--- config.mk ---
export PLATFORM = sky130hd
export DESIGN_NAME = prc_clock_ratio_ctrl
export DESIGN_NICKNAME = d
export VERILOG_FILES = /design/src/rtl/prc_pkg.sv /design/src/rtl/prc_clock_ratio_ctrl.sv
export SDC_FILE = /design/constraint.sdc
export NUM_CORES = 1
export LEC_CHECK = 0
export BUFFER_PORTS_ARGS = -buffer_cell sky130_fd_sc_hd__buf_2
export CORE_UTILIZATION = 30
export CTS_BUF_LIST = sky130_fd_sc_hd__clkbuf_8
export CTS_CLUSTER_SIZE = 16
export DETAILED_ROUTE_END_ITERATION = 10
export PLACE_DENSITY_LB_ADDON = 0.15
export SYNTH_ARGS = -nofsm -noshare
export SYNTH_HDL_FRONTEND = slang
export SYNTH_SLANG_ARGS = --single-unit
--- constraint.sdc ---
create_clock -name aclk -period 5.4 [get_ports aclk]
set_clock_uncertainty 0.1 [all_clocks]
set_input_delay 1.08 -clock aclk [delete_from_list [all_inputs] [get_ports aclk]]
set_output_delay 1.08 -clock aclk [all_outputs]
set_load 0.03 [all_outputs]
--- src/rtl/prc_pkg.sv ---
// clock ratio control package: register map, fields, codes and types
// Function
// - ratio register is 16-bit, word access only
// - power-on reset loads 0x0102, others keep it
// - multiplier field bits 15,5,4 selects ratio
// - core divider field bits 14,3,2
// - peripheral divider field bits 13,1,0
// - bits 12-9,7,6 read zero, read-only
// - bit 8 reads one, read-only
// - multiplier change halts cpu, gates clocks in modes 0-2 and 7, counts
// - counter overflow applies clocks, resumes, stops counting unless bit 7 is set
// - divider-only change never starts the counter
// - divider-only change outside settling applies ratios at once
// - 8-bit up-counter, overflow raises reset or interrupt
// - counter written only with key 0x5a
// - control byte written only with key 0xa5
// - counter and control cleared only by power-on
// - control byte survives overflow reset and settling
// - bit 7 enables counting, else count holds outside settling
// - control byte field layout, bit 7 down
// - bit 6 selects watchdog or interval mode
// - count clock divides peripheral clock by table
// - bit 5 picks power-on or manual reset
// - bit 4 watchdog flag, bit 3 interval flag
package prc_pkg;
    localparam logic [31:0] PRC_CNT_IDX   = 32'hffffff84;
    localparam logic [31:0] PRC_CSR_IDX   = 32'hffffff86;
    localparam logic [31:0] PRC_FRQ_IDX   = 32'hffffff80;
    localparam logic [31:0] PRC_STS_IDX   = 32'hffffff88;
    localparam logic [15:0] PRC_FRQ_RST   = 16'h0102;
    localparam logic [15:0] PRC_FRQ_WMASK = 16'he03f;
    localparam logic [15:0] PRC_FRQ_ONES  = 16'h0100;
    localparam logic [7:0]  PRC_CNT_RST   = 8'h00;
    localparam logic [7:0]  PRC_CSR_RST   = 8'h00;
    localparam logic [7:0]  PRC_CNT_KEY   = 8'h5a;
    localparam logic [7:0]  PRC_CSR_KEY   = 8'ha5;
    localparam logic [7:0]  PRC_CNT_MAX   = 8'hff;
    localparam logic [3:0]  PRC_WORD_STRB = 4'h3;
    localparam logic [1:0]  PRC_OKAY      = 2'h0;
    localparam logic [1:0]  PRC_SLVERR    = 2'h2;
    localparam int          PRC_TME       = 7;
    localparam int          PRC_MODE      = 6;
    localparam int          PRC_OVERFLOW_RESET_TYPE      = 5;
    localparam int          PRC_WATCHDOG_OVERFLOW_FLAG      = 4;
    localparam int          PRC_INTERVAL_OVERFLOW_FLAG      = 3;
    localparam int          PRC_PRE_W     = 12;
    localparam logic [2:0]  PRC_MODE_SLOW = 3'h7;
    localparam logic [2:0]  PRC_MODE_LAST = 3'h2;

    typedef struct packed {
        logic [2:0] mult;
        logic [2:0] core_div;
        logic [2:0] periph_div;
    } prc_clk_sel_t;

    typedef enum logic {
        PRC_RUN    = 1'b0,
        PRC_SETTLE = 1'b1
    } prc_state_t;

    function automatic prc_clk_sel_t prc_fields(input logic [15:0] f);
        prc_fields.mult       = {f[15], f[5], f[4]};
        prc_fields.core_div   = {f[14], f[3], f[2]};
        prc_fields.periph_div = {f[13], f[1], f[0]};
    endfunction : prc_fields

    function automatic logic [PRC_PRE_W-1:0] prc_div_mask(input logic [2:0] cks);
        case (cks)
            3'h0:    prc_div_mask = 12'h000;
            3'h1:    prc_div_mask = 12'h003;
            3'h2:    prc_div_mask = 12'h00f;
            3'h3:    prc_div_mask = 12'h01f;
            3'h4:    prc_div_mask = 12'h03f;
            3'h5:    prc_div_mask = 12'h0ff;
            3'h6:    prc_div_mask = 12'h3ff;
            default: prc_div_mask = 12'hfff;
        endcase
    endfunction : prc_div_mask

    function automatic logic prc_hit(input logic [31:0] a, input logic [31:0] idx);
        prc_hit = (a[31:2] == idx[29:0]);
    endfunction : prc_hit

    function automatic logic prc_codes_ok(input prc_clk_sel_t s);
        logic m_ok;
        logic c_ok;
        logic p_ok;
        m_ok = (s.mult inside {3'h0, 3'h1, 3'h4, 3'h2, 3'h5});
        c_ok = (s.core_div inside {3'h0, 3'h1, 3'h4, 3'h2});
        p_ok = (s.periph_div inside {3'h0, 3'h1, 3'h4, 3'h2, 3'h5});
        prc_codes_ok = m_ok & c_ok & p_ok;
    endfunction : prc_codes_ok
endpackage : prc_pkg

--- src/rtl/prc_clock_ratio_ctrl.sv ---
// clock ratio control with pll settling counter behind an axi4-lite slave
`timescale 1ns/100ps
module prc_clock_ratio_ctrl (
    input  wire logic          aclk,
    input  wire logic          aresetn,
    input  wire logic [31:0]   s_axi_awaddr,
    input  wire logic [2:0]    s_axi_awprot,
    input  wire logic          s_axi_awvalid,
    output logic               s_axi_awready,
    input  wire logic [31:0]   s_axi_wdata,
    input  wire logic [3:0]    s_axi_wstrb,
    input  wire logic          s_axi_wvalid,
    output logic               s_axi_wready,
    output logic [1:0]         s_axi_bresp,
    output logic               s_axi_bvalid,
    input  wire logic          s_axi_bready,
    input  wire logic [31:0]   s_axi_araddr,
    input  wire logic [2:0]    s_axi_arprot,
    input  wire logic          s_axi_arvalid,
    output logic               s_axi_arready,
    output logic [31:0]        s_axi_rdata,
    output logic [1:0]         s_axi_rresp,
    output logic               s_axi_rvalid,
    input  wire logic          s_axi_rready,
    input  wire logic [2:0]    clock_mode_pin,
    input  wire logic          periph_tick,
    output prc_pkg::prc_clk_sel_t clk_sel,
    output logic               cpu_halt,
    output logic               core_clk_run,
    output logic               periph_clk_run,
    output logic               wdt_por_req,
    output logic               wdt_manual_req,
    output logic               interval_req
);
    import prc_pkg::*;

    // ************************************************
    // clock mode pin synchroniser
    // ************************************************
    logic [2:0]     mode_meta;
    logic [2:0]     mode_sync;

    always_ff @(posedge aclk) begin
        if (!aresetn) begin
            mode_meta <= 3'h0;
            mode_sync <= 3'h0;
        end else begin
            mode_meta <= clock_mode_pin;
            mode_sync <= mode_meta;
        end
    end

    // ************************************************
    // write channels
    // ************************************************
    logic           aw_full;
    logic           w_full;
    logic [31:0]    aw_addr;
    logic [31:0]    w_data;
    logic [3:0]     w_strb;
    logic           wr_go;

    assign s_axi_awready = !aw_full;
    assign s_axi_wready  = !w_full;
    assign wr_go         = aw_full && w_full && !s_axi_bvalid;

    always_ff @(posedge aclk) begin
        if (!aresetn) begin
            aw_full <= 1'b0;
            aw_addr <= 32'h0;
        end else if (s_axi_awvalid && !aw_full) begin
            aw_full <= 1'b1;
            aw_addr <= s_axi_awaddr;
        end else if (wr_go) begin
            aw_full <= 1'b0;
        end
    end

    always_ff @(posedge aclk) begin
        if (!aresetn) begin
            w_full <= 1'b0;
            w_data <= 32'h0;
            w_strb <= 4'h0;
        end else if (s_axi_wvalid && !w_full) begin
            w_full <= 1'b1;
            w_data <= s_axi_wdata;
            w_strb <= s_axi_wstrb;
        end else if (wr_go) begin
            w_full <= 1'b0;
        end
    end

    // ************************************************
    // write decode
    // ************************************************
    logic           hit_cnt;
    logic           hit_csr;
    logic           hit_frq;
    logic           hit_sts;
    logic           word_wr;
    logic           cnt_wr;
    logic           csr_wr;
    logic           frq_wr;
    logic [15:0]    next_frq;

    assign hit_cnt = prc_hit(aw_addr, PRC_CNT_IDX);
    assign hit_csr = prc_hit(aw_addr, PRC_CSR_IDX);
    assign hit_frq = prc_hit(aw_addr, PRC_FRQ_IDX);
    assign hit_sts = prc_hit(aw_addr, PRC_STS_IDX);
    assign word_wr = wr_go && (w_strb == PRC_WORD_STRB);
    assign cnt_wr  = word_wr && hit_cnt && (w_data[15:8] == PRC_CNT_KEY);
    assign csr_wr  = word_wr && hit_csr && (w_data[15:8] == PRC_CSR_KEY);
    assign frq_wr  = word_wr && hit_frq;
    assign next_frq = w_data[15:0] & PRC_FRQ_WMASK;

    always_ff @(posedge aclk) begin
        if (!aresetn) begin
            s_axi_bvalid <= 1'b0;
            s_axi_bresp  <= PRC_OKAY;
        end else if (wr_go) begin
            s_axi_bvalid <= 1'b1;
            if (hit_cnt || hit_csr || hit_frq || hit_sts) begin
                s_axi_bresp <= PRC_OKAY;
            end else begin
                s_axi_bresp <= PRC_SLVERR;
            end
        end else if (s_axi_bready) begin
            s_axi_bvalid <= 1'b0;
        end
    end

    // ************************************************
    // ratio register and settling sequence
    // ************************************************
    logic [15:0]    frq;
    prc_state_t     state;
    prc_clk_sel_t   new_sel;
    prc_clk_sel_t   cur_sel;
    logic           mult_change;
    logic           settling;
    logic           cnt_ovf;
    logic           gate_mode;

    assign new_sel     = prc_fields(next_frq);
    assign cur_sel     = prc_fields(frq);
    assign mult_change = (new_sel.mult != cur_sel.mult);
    assign settling    = (state == PRC_SETTLE);
    assign gate_mode   = (mode_sync <= PRC_MODE_LAST) || (mode_sync == PRC_MODE_SLOW);

    // only aresetn is a power-on reset; manual reset and standby never reach here
    always_ff @(posedge aclk) begin
        if (!aresetn) begin
            frq <= PRC_FRQ_RST & PRC_FRQ_WMASK;
        end else if (frq_wr) begin
            frq <= next_frq;
        end
    end

    always_ff @(posedge aclk) begin
        if (!aresetn) begin
            state <= PRC_RUN;
        end else begin
            case (state)
                PRC_RUN: begin
                    if (frq_wr && mult_change) begin
                        state <= PRC_SETTLE;
                    end
                end
                PRC_SETTLE: begin
                    if (cnt_ovf) begin
                        state <= PRC_RUN;
                    end
                end
                default: begin
                    state <= PRC_RUN;
                end
            endcase
        end
    end

    always_ff @(posedge aclk) begin
        if (!aresetn) begin
            clk_sel <= prc_fields(PRC_FRQ_RST);
        end else if (settling && cnt_ovf) begin
            clk_sel <= cur_sel;
        end else if (frq_wr && !mult_change && !settling) begin
            clk_sel <= new_sel;
        end
    end

    // clocks stop only during settling in the gated modes
    assign cpu_halt       = settling;
    assign core_clk_run   = !(settling && gate_mode);
    assign periph_clk_run = !(settling && gate_mode);

    // ************************************************
    // settling / watchdog counter
    // ************************************************
    logic [7:0]             cnt;
    logic [7:0]             csr;
    logic [PRC_PRE_W-1:0]   pre;
    logic [PRC_PRE_W-1:0]   mask;
    logic                   count_on;
    logic                   cnt_tick;
    logic                   wd_ovf;
    logic                   iv_ovf;

    // the counter's peripheral tick keeps running while other clocks are gated
    assign mask     = prc_div_mask(csr[2:0]);
    assign count_on = csr[PRC_TME] || settling;
    assign cnt_tick = count_on && periph_tick && ((pre & mask) == mask);
    assign cnt_ovf  = cnt_tick && (cnt == PRC_CNT_MAX);
    assign wd_ovf   = cnt_ovf && !settling && csr[PRC_MODE];
    assign iv_ovf   = cnt_ovf && !settling && !csr[PRC_MODE];

    always_ff @(posedge aclk) begin
        if (!aresetn) begin
            pre <= '0;
        end else if (periph_tick) begin
            pre <= pre + 12'h001;
        end
    end

    always_ff @(posedge aclk) begin
        if (!aresetn) begin
            cnt <= PRC_CNT_RST;
        end else if (cnt_wr) begin
            cnt <= w_data[7:0];
        end else if (cnt_tick) begin
            cnt <= cnt + 8'h01;
        end
    end

    // overflow flags: a set in the same cycle as a software write wins
    always_ff @(posedge aclk) begin
        if (!aresetn) begin
            csr <= PRC_CSR_RST;
        end else begin
            if (csr_wr) begin
                csr <= w_data[7:0];
            end
            if (wd_ovf) begin
                csr[PRC_WATCHDOG_OVERFLOW_FLAG] <= 1'b1;
            end
            if (iv_ovf) begin
                csr[PRC_INTERVAL_OVERFLOW_FLAG] <= 1'b1;
            end
        end
    end

    // requested resets go elsewhere; this block keeps state through them
    always_ff @(posedge aclk) begin
        if (!aresetn) begin
            wdt_por_req    <= 1'b0;
            wdt_manual_req <= 1'b0;
            interval_req   <= 1'b0;
        end else begin
            wdt_por_req    <= wd_ovf && !csr[PRC_OVERFLOW_RESET_TYPE];
            wdt_manual_req <= wd_ovf && csr[PRC_OVERFLOW_RESET_TYPE];
            interval_req   <= iv_ovf;
        end
    end

    // ************************************************
    // read channel
    // ************************************************
    logic [31:0]    rd_word;
    logic           rd_hit;
    logic [15:0]    frq_view;

    assign frq_view      = (frq & PRC_FRQ_WMASK) | PRC_FRQ_ONES;
    assign s_axi_arready = !s_axi_rvalid;

    always_comb begin
        rd_word = 32'h0;
        rd_hit  = 1'b1;
        if (prc_hit(s_axi_araddr, PRC_CNT_IDX)) begin
            rd_word = {24'h0, cnt};
        end else if (prc_hit(s_axi_araddr, PRC_CSR_IDX)) begin
            rd_word = {24'h0, csr};
        end else if (prc_hit(s_axi_araddr, PRC_FRQ_IDX)) begin
            rd_word = {16'h0, frq_view};
        end else if (prc_hit(s_axi_araddr, PRC_STS_IDX)) begin
            rd_word = {20'h0, ~prc_codes_ok(cur_sel), gate_mode, settling, clk_sel};
        end else begin
            rd_hit = 1'b0;
        end
    end

    always_ff @(posedge aclk) begin
        if (!aresetn) begin
            s_axi_rvalid <= 1'b0;
            s_axi_rdata  <= 32'h0;
            s_axi_rresp  <= PRC_OKAY;
        end else if (s_axi_arvalid && !s_axi_rvalid) begin
            s_axi_rvalid <= 1'b1;
            s_axi_rdata  <= rd_word;
            s_axi_rresp  <= rd_hit ? PRC_OKAY : PRC_SLVERR;
        end else if (s_axi_rready) begin
            s_axi_rvalid <= 1'b0;
        end
    end

endmodule : prc_clock_ratio_ctrl

==> results of run 1 <==
==> cells by family (layout without fill, tap and decap cells) <==
logic type	Yosys count	in the layout	synth area share
and+or+nand+nor	296	296	0.246
AOI/OAI and AO/OA	159	159	0.157
DFF	127	127	0.460
buffers and inverters	62	172	0.0588
muxes	23	23	0.0419
xor gates and xnor gates	20	20	0.0317
adders and majority gates	2	2	0.00453
other	1	20	0.000678
==> final timing paths <==
kind | start | endpoint | slack (ns) | cells after the start
hold reg to reg | mode_meta[2] | mode_sync[2] | 0.33 | 1
setup reg to reg | aw_addr[8] | csr[5] | 2.64 | 6
setup / recovery | periph_tick | clk_sel[1] | 2.61 | 7
hold / removal | mode_meta[2] | mode_sync[2] | 0.33 | 1
==> power by group through the flow <==
stage,Sequential [mW],Clock [mW],Combinational [mW]
2_1_floorplan,1.01,0,0.114
3_3_place_gp,1.01,0,0.160
3_5_place_dp,1.01,0,0.162
4_1_cts,0.992,0.845,0.163
5_1_grt,0.997,0.884,0.184
6_report,0.992,0.821,0.161
==> cells in the final DEF (no fill, tap or decap), types with 2 or more instances in the layout <==
master / n
clkinv_2: 3
xor2_1: 11
xnor2_1: 9
nor3_1: 13
a22oi_1: 3
nor2_1: 54
bufinv_16: 2
clkinvlp_4: 5
buf_2: 127
nand2_1: 151
nand3_1: 9
and3_1: 5
nand4b_1: 3
nor2b_1: 3
a211oi_1: 3
clkinv_4: 2
a31oi_1: 2
o211ai_1: 3
conb_1: 19
a32oi_1: 3
and2_1: 6
or3_1: 4
ha_1: 2
buf_4: 3
inv_1: 9
dfxtp_1: 127
o21ai_0: 49
nor4_1: 12
mux2i_1: 22
nand4_1: 18
nand2b_1: 7
clkbuf_8: 19
a21oi_1: 88
==> state kept, by name (all words and copies together), names as in the netlist, 3 cells and up <==
name         count
aw_addr         30
clk_sel          9
cnt              8
csr              8
frq              9
mode_meta        3
mode_sync        3
pre             12
s_axi_rdata     15
w_data          16
w_strb           4
==> metal layers <==
metal,global-route usage,vias to the layer above,part of all wire
li1,-,2572,-
met1,0.195,2306,0.43
met2,0.273,187,0.46
met3,0.0578,28,0.082
met4,0.0694,4,0.021
met5,0,-,0.0015
==> layout make-up <==
type                            instances  area share
Multi-Input combinational cell        519       0.410
Sequential cell                       127       0.382
Timing Repair Buffer                  130      0.0988
Tap cell                              229      0.0430
Clock buffer                           19      0.0393
Clock inverter                         13      0.0209
Inverter                               10     0.00564
Antenna cell                            1    0.000376
==> summary.txt, run 1 <==
Pwr
  • Share of power burned in registers: 0.503
  • Net Sw Power: 0.518 mW
  • Leak: 2.62 nW
  • Power Density: 296 nW/µm²
  • Cell-internal power: 1.46 mW
  • Sw frac: 0.262
  • Peak supply drop: 0.139 mV
  • Clk pwr share: 0.416
  • Overall power: 1.97 mW
  • Gate power share: 0.082

Global route
  • First-pass GRT wire length: 23700 µm
  • Initial antenna violation count: 3
  • GR Util All Layers: 0.166
  • Vias in the first global route: 4773
  • Largest net degree at the start of global routing: 53
  • Gr ovfl total: 0

Logic synthesis
  • Cell variety after synth: 50
  • Post-Syn Instances: 690
  • Post-synthesis register bit count: 127
  • Mapped cell area: 5530 µm²
  • Synth Area per Inst: 8.01 µm²
  • Register area share after synthesis: 0.460
  • Cell taking the most area after synthesis: dfxtp_1
  • Ys flop type: dfxtp_1
  • Synth top cells by count: nand2_1, dfxtp_1, a21oi_1
  • Most numerous cell in the Yosys netlist: nand2_1
  • Synth area leaders: dfxtp_1, nand2_1, a21oi_1
  • Post-synth EDFFs: 0
  • Yosys Warn Count: 0
  • Synth async-reset ratio: 0
  • Share of Yosys cell area claimed by the top area cell type: 0.460

Clock network
  • Hold_buf cts: 0
  • Clock-pin slew on the worst setup and hold paths: 0.07 ns
  • Post-CTS Resized: 0
  • CTS root buf: clkbuf_8
  • Worst-Skew Late Latency: 0.45 ns
  • Cts bufs inserted: 17
  • Clock Tree Buf Depth: 2
  • H-tree levels: 4
  • Postcts setup bufs: 0
  • CTS tree: yes
  • Clock Sinks: 127

Finish
  • P&R area growth vs syn: 20.4%
  • Area of the multi-input gates: 2730 µm²
  • Reg area: 2540 µm²
  • Layout net count: 924
  • Fin util: 0.369
  • Post-route insts no fill: 1048
  • Fraction of layout cells with a size suffix above 1: 0.209
  • Fill count: 1918
  • Design area: 6660 µm²

Floorplanning
  • Placeable Area: 18000 µm²
  • Die W: 138 µm
  • Initial Util: 0.307
  • Rows: 49
  • DIE AREA: 19000 µm²
  • Die height: 138 µm
  • Number of top-level pins: 173

Place
  • Placed wire-length estimate: 11300 µm
  • RD Place Congestion: 0.822
  • Dpl ws: 2.15 ns
  • Placed Instances: 1015
  • Port-buffer cells: 127
  • Placed cell area: 6260 µm²

Hold path
  • Worst hold path class: reg2reg

Timing
  • Count of final setup violators: 0
  • Final Cycle Share: 0.516
  • Hold_ws: 0.333 ns
  • Fin. max-slew vios: 0
  • Setup TNS: 0 ns
  • Fmax: 359 MHz
  • Tmin final: 2.79 ns
  • Worst-margin pin slew: 1.12 ns
  • Max transition margin: 0.248
  • Hold Fails Final Rpt: 0
  • Setup ws final: 2.61 ns
  • RSZ-0062 raised after global routing: no

Critical path
  • CP Class: in2reg
  • WP buf/inv: 1
  • CP max stage delay: 0.84 ns
  • Crit-path leading delay family: simple AND/OR/NAND/NOR gates
  • CP Launch Type: input port
  • CP endpoint kind: flop
  • CP Max Fanout: 19
  • WP data required: 5.60 ns
  • Crit-path slowest cell: or4_1
  • CP Data Arrival Time: 2.99 ns
  • Cell Chain, Critical Path: buf_2 > o21ai_1 > a311oi_2 > o31ai_2 > or4_1 > nor3_1 > a31oi_1

Routing
  • Final wirelength: 15100 µm
  • Routed WL per cell: 14.4 µm
  • Iter 0 DRT Violations: 237
  • Vias: 5097
  • Vias/cell: 4.86
  • TritonRoute pass-1 iters: 4
  • Routed Antenna Nets: 0
  • # DRC: 0

Flow run
  • Max Cap Viol: 0

Status
  • Outcome: completed
Note: power is estimated with default switching activity, not from simulation.
==> run 2: changes to the inputs <==
- ABC_AREA: unset -> 1
- clock period: 5.4 -> 2.79 ns (I/O delays scaled with it)
==> run 2 against run 1 <==
Against the previous run:
- clock-buffer cell count decreased by 2
- critical path depth is 5 higher
- worst hold slack lost 0.14 ns
- via count rose by 9.5%
- synthesized cell count rose by 23%
- first-iteration DRC count grew 11%
- setup slack got worse by 1.9 ns
- highest routed layer unchanged
- combinational power rose by 120%
- sequential cell count is the same
- core utilization up 0.84 points
==> summary.txt, run 2 <==
Logic synthesis
  • Register area share after synthesis: 0.432 (-0.0280)
  • Synth top cells by count: nand2_1, nor2_1, dfxtp_1
  • Synth async-reset ratio: 0 (unchanged)
  • Post-synth EDFFs: 0 (unchanged)
  • Most numerous cell in the Yosys netlist: nand2_1
  • Synth area leaders: dfxtp_1, nand2_1, nor2_1
  • Synth Area per Inst: 6.93 µm² (-14%)
  • Yosys Warn Count: 0 (unchanged)
  • Post-Syn Instances: 850 (+23%)
  • Cell variety after synth: 35 (-30%)
  • Mapped cell area: 5890 µm² (+6.5%)
  • Cell taking the most area after synthesis: dfxtp_1
  • Share of Yosys cell area claimed by the top area cell type: 0.432 (-0.0280)
  • Ys flop type: dfxtp_1
  • Post-synthesis register bit count: 127 (unchanged)

Timing
  • Setup TNS: 0 ns (unchanged)
  • Tmin final: 2.11 ns
  • RSZ-0062 raised after global routing: no
  • Max transition margin: 0.355 (+0.107)
  • Fin. max-slew vios: 0 (unchanged)
  • Hold Fails Final Rpt: 0 (unchanged)
  • Fmax: 474 MHz
  • Final Cycle Share: 0.755
  • Hold_ws: 0.196 ns (-0.137 ns)
  • Count of final setup violators: 0 (unchanged)
  • Worst-margin pin slew: 0.966 ns (-0.151 ns)

Clock network
  • Cts bufs inserted: 17 (unchanged)
  • Clock Sinks: 127 (unchanged)
  • CTS tree: yes
  • H-tree levels: 4 (unchanged)
  • Postcts setup bufs: 0 (unchanged)
  • Hold_buf cts: 0 (unchanged)
  • Clock Tree Buf Depth: 2 (unchanged)
  • Worst-Skew Late Latency: 0.45 ns (about the same)
  • Clock-pin slew on the worst setup and hold paths: 0.08 ns (about the same)
  • CTS root buf: clkbuf_8
  • Post-CTS Resized: 0 (unchanged)

Finish
  • Most common cell after layout, fill and taps aside: nand2_1
  • Largest register FFs: 30 (unchanged)
  • Design area: 7160 µm² (+7.6%)
  • Top flop regs: aw_addr (30), w_data (16), s_axi_rdata (15)
  • Biggest register: aw_addr
  • P&R area growth vs syn: 21.7%
  • Layout net count: 1090 (+18%)
  • Post-route insts no fill: 1246 (+19%)
  • Most frequent cells in the layout: nand2_1, nor2_1, dfxtp_1, buf_2, inv_1
  • Fraction of layout cells with a size suffix above 1: 0.186 (-0.0231)

Place
  • RD Place Congestion: 0.799 (-2.8%)
  • Port-buffer cells: 127 (unchanged)
  • Placed wire-length estimate: 11500 µm (+2.2%)
  • Placed Instances: 1212 (+19%)
  • Placed cell area: 6700 µm² (+7.1%)

Floorplanning
  • Number of top-level pins: 173 (unchanged)
  • DIE AREA: 20200 µm² (+6.4%)
  • Die height: 142 µm (+3.1%)
  • Die W: 142 µm (+3.1%)
  • Initial Util: 0.311 (+0.00381)
  • Rows: 50 (+2.0%)
  • Placeable Area: 19000 µm² (+5.2%)

Critical path
  • WP data required: 3.08 ns (-2.52 ns)
  • CP Launch Type: flop
  • Cell Chain, Critical Path: nand2_1 > nor2_1 > nand2_1 > nor2_1 > nand2_1 > nor2_1 > nand2_1 > inv_1 > nand2_1 > nand3_1 > nand2_1 > inv_1
  • Crit path top cell by count: nand2_1
  • CP max stage delay: 0.41 ns (-0.43 ns)
  • CP Data Arrival Time: 2.40 ns (-0.59 ns)
  • Crit-path leading delay family: simple AND/OR/NAND/NOR gates
  • CP Max Fanout: 18 (-1)
  • CP endpoint kind: flop
  • CP Class: reg2reg
  • WP buf/inv: 2 (+1)
  • Crit-path slowest cell: nand2_1

Routing
  • Routed WL per cell: 12.7 µm (-12%)
  • # DRC: 0 (unchanged)
  • Final wirelength: 15800 µm (+4.7%)
  • Iter 0 DRT Violations: 264 (+11%)
  • Vias/cell: 4.48 (-7.9%)
  • Vias: 5582 (+9.5%)
  • TritonRoute pass-1 iters: 4 (unchanged)
  • Routed Antenna Nets: 0 (unchanged)

Global route
  • Gr ovfl total: 0 (unchanged)
  • Initial antenna violation count: 3 (unchanged)
  • Largest net degree at the start of global routing: 58 (+9.4%)
  • First-pass GRT wire length: 26000 µm (+9.8%)
  • Vias in the first global route: 5271 (+10%)
  • GR Util All Layers: 0.165 (-0.00107)

Pwr
  • Peak supply drop: 0.350 mV (+150%)
  • Leak: 3.22 nW (+23%)
  • Power Density: 573 nW/µm² (+93%)

Hold path
  • Worst hold path class: in2reg

Status
  • Outcome: completed

Flow run
  • Max Cap Viol: 0 (unchanged)
[run 2: layer usage]
layer / up-vias / share of wire / routed length (µm) / global-route usage
met5: - / 0.00051 / 8 / 0
met4: 2 / 0.013 / 200 / 0.0526
met3: 21 / 0.079 / 1240 / 0.0525
met2: 142 / 0.43 / 6750 / 0.258
met1: 2454 / 0.48 / 7570 / 0.214
li1: 2963 / - / - / -
[run 2: where the power goes]
| group | internal (mW) | switching (mW) |
|---|---|---|
| logic | 0.117 | 0.238 |
| registers | 1.89 | 0.0453 |
| clock network | 1.06 | 0.761 |
[run 2: stage by stage]
| stage | util | setup WS (ns) | power, mW |
|---|---|---|---|
| finish | 0.378 | 0.682 | 4.11 |
| global route | 0.378 | 0.407 | 4.31 |
| CTS | 0.378 | 0.650 | 4.17 |
| detailed placement | 0.354 | 0.462 | 2.33 |
| global placement | 0.354 | 0.477 | 2.33 |
| floorplan | - | 0.980 | 2.21 |
[run 2: tightest hold or removal path, cell delays in order]
cell     delay [ns]
buf_2          0.08
nand2_1        0.04
inv_1          0.04
[run 2: cell type report]
type / instances / area [µm²]
diodes: 2 / 5.00
flip-flops and latches: 127 / 2540
clock buffers: 17 / 234
well taps: 260 / 325
clock inverters: 15 / 220
inverters: 87 / 327
fillers: 2108 / 11800
multi-input cells: 600 / 2790
repair buffers: 138 / 718
[run 2: path summary, 6_finish.rpt]
| check | start | to | slack (ns) | depth (start not counted) |
|---|---|---|---|---|
| worst min-delay path | clock_mode_pin[0] | mode_meta[0] | 0.20 | 3 |
| worst max-delay path | aw_addr[17] | cnt[4] | 0.68 | 12 |
| worst max register to register | aw_addr[17] | cnt[4] | 0.68 | 12 |
| worst min register to register | mode_meta[2] | mode_sync[2] | 0.32 | 2 |
[run 2: cells by family (layout without fill, tap and decap cells)]
kind of cell | count (synthesis) | after routing | share of synthesized area
simple gates | 417 | 417 | 0.309
other cells | 1 | 21 | 0.000637
flops | 127 | 127 | 0.432
fa+ha+maj | 2 | 2 | 0.00425
compound gates | 153 | 153 | 0.135
buf+inv | 141 | 257 | 0.106
xor+xnor | 9 | 9 | 0.0134
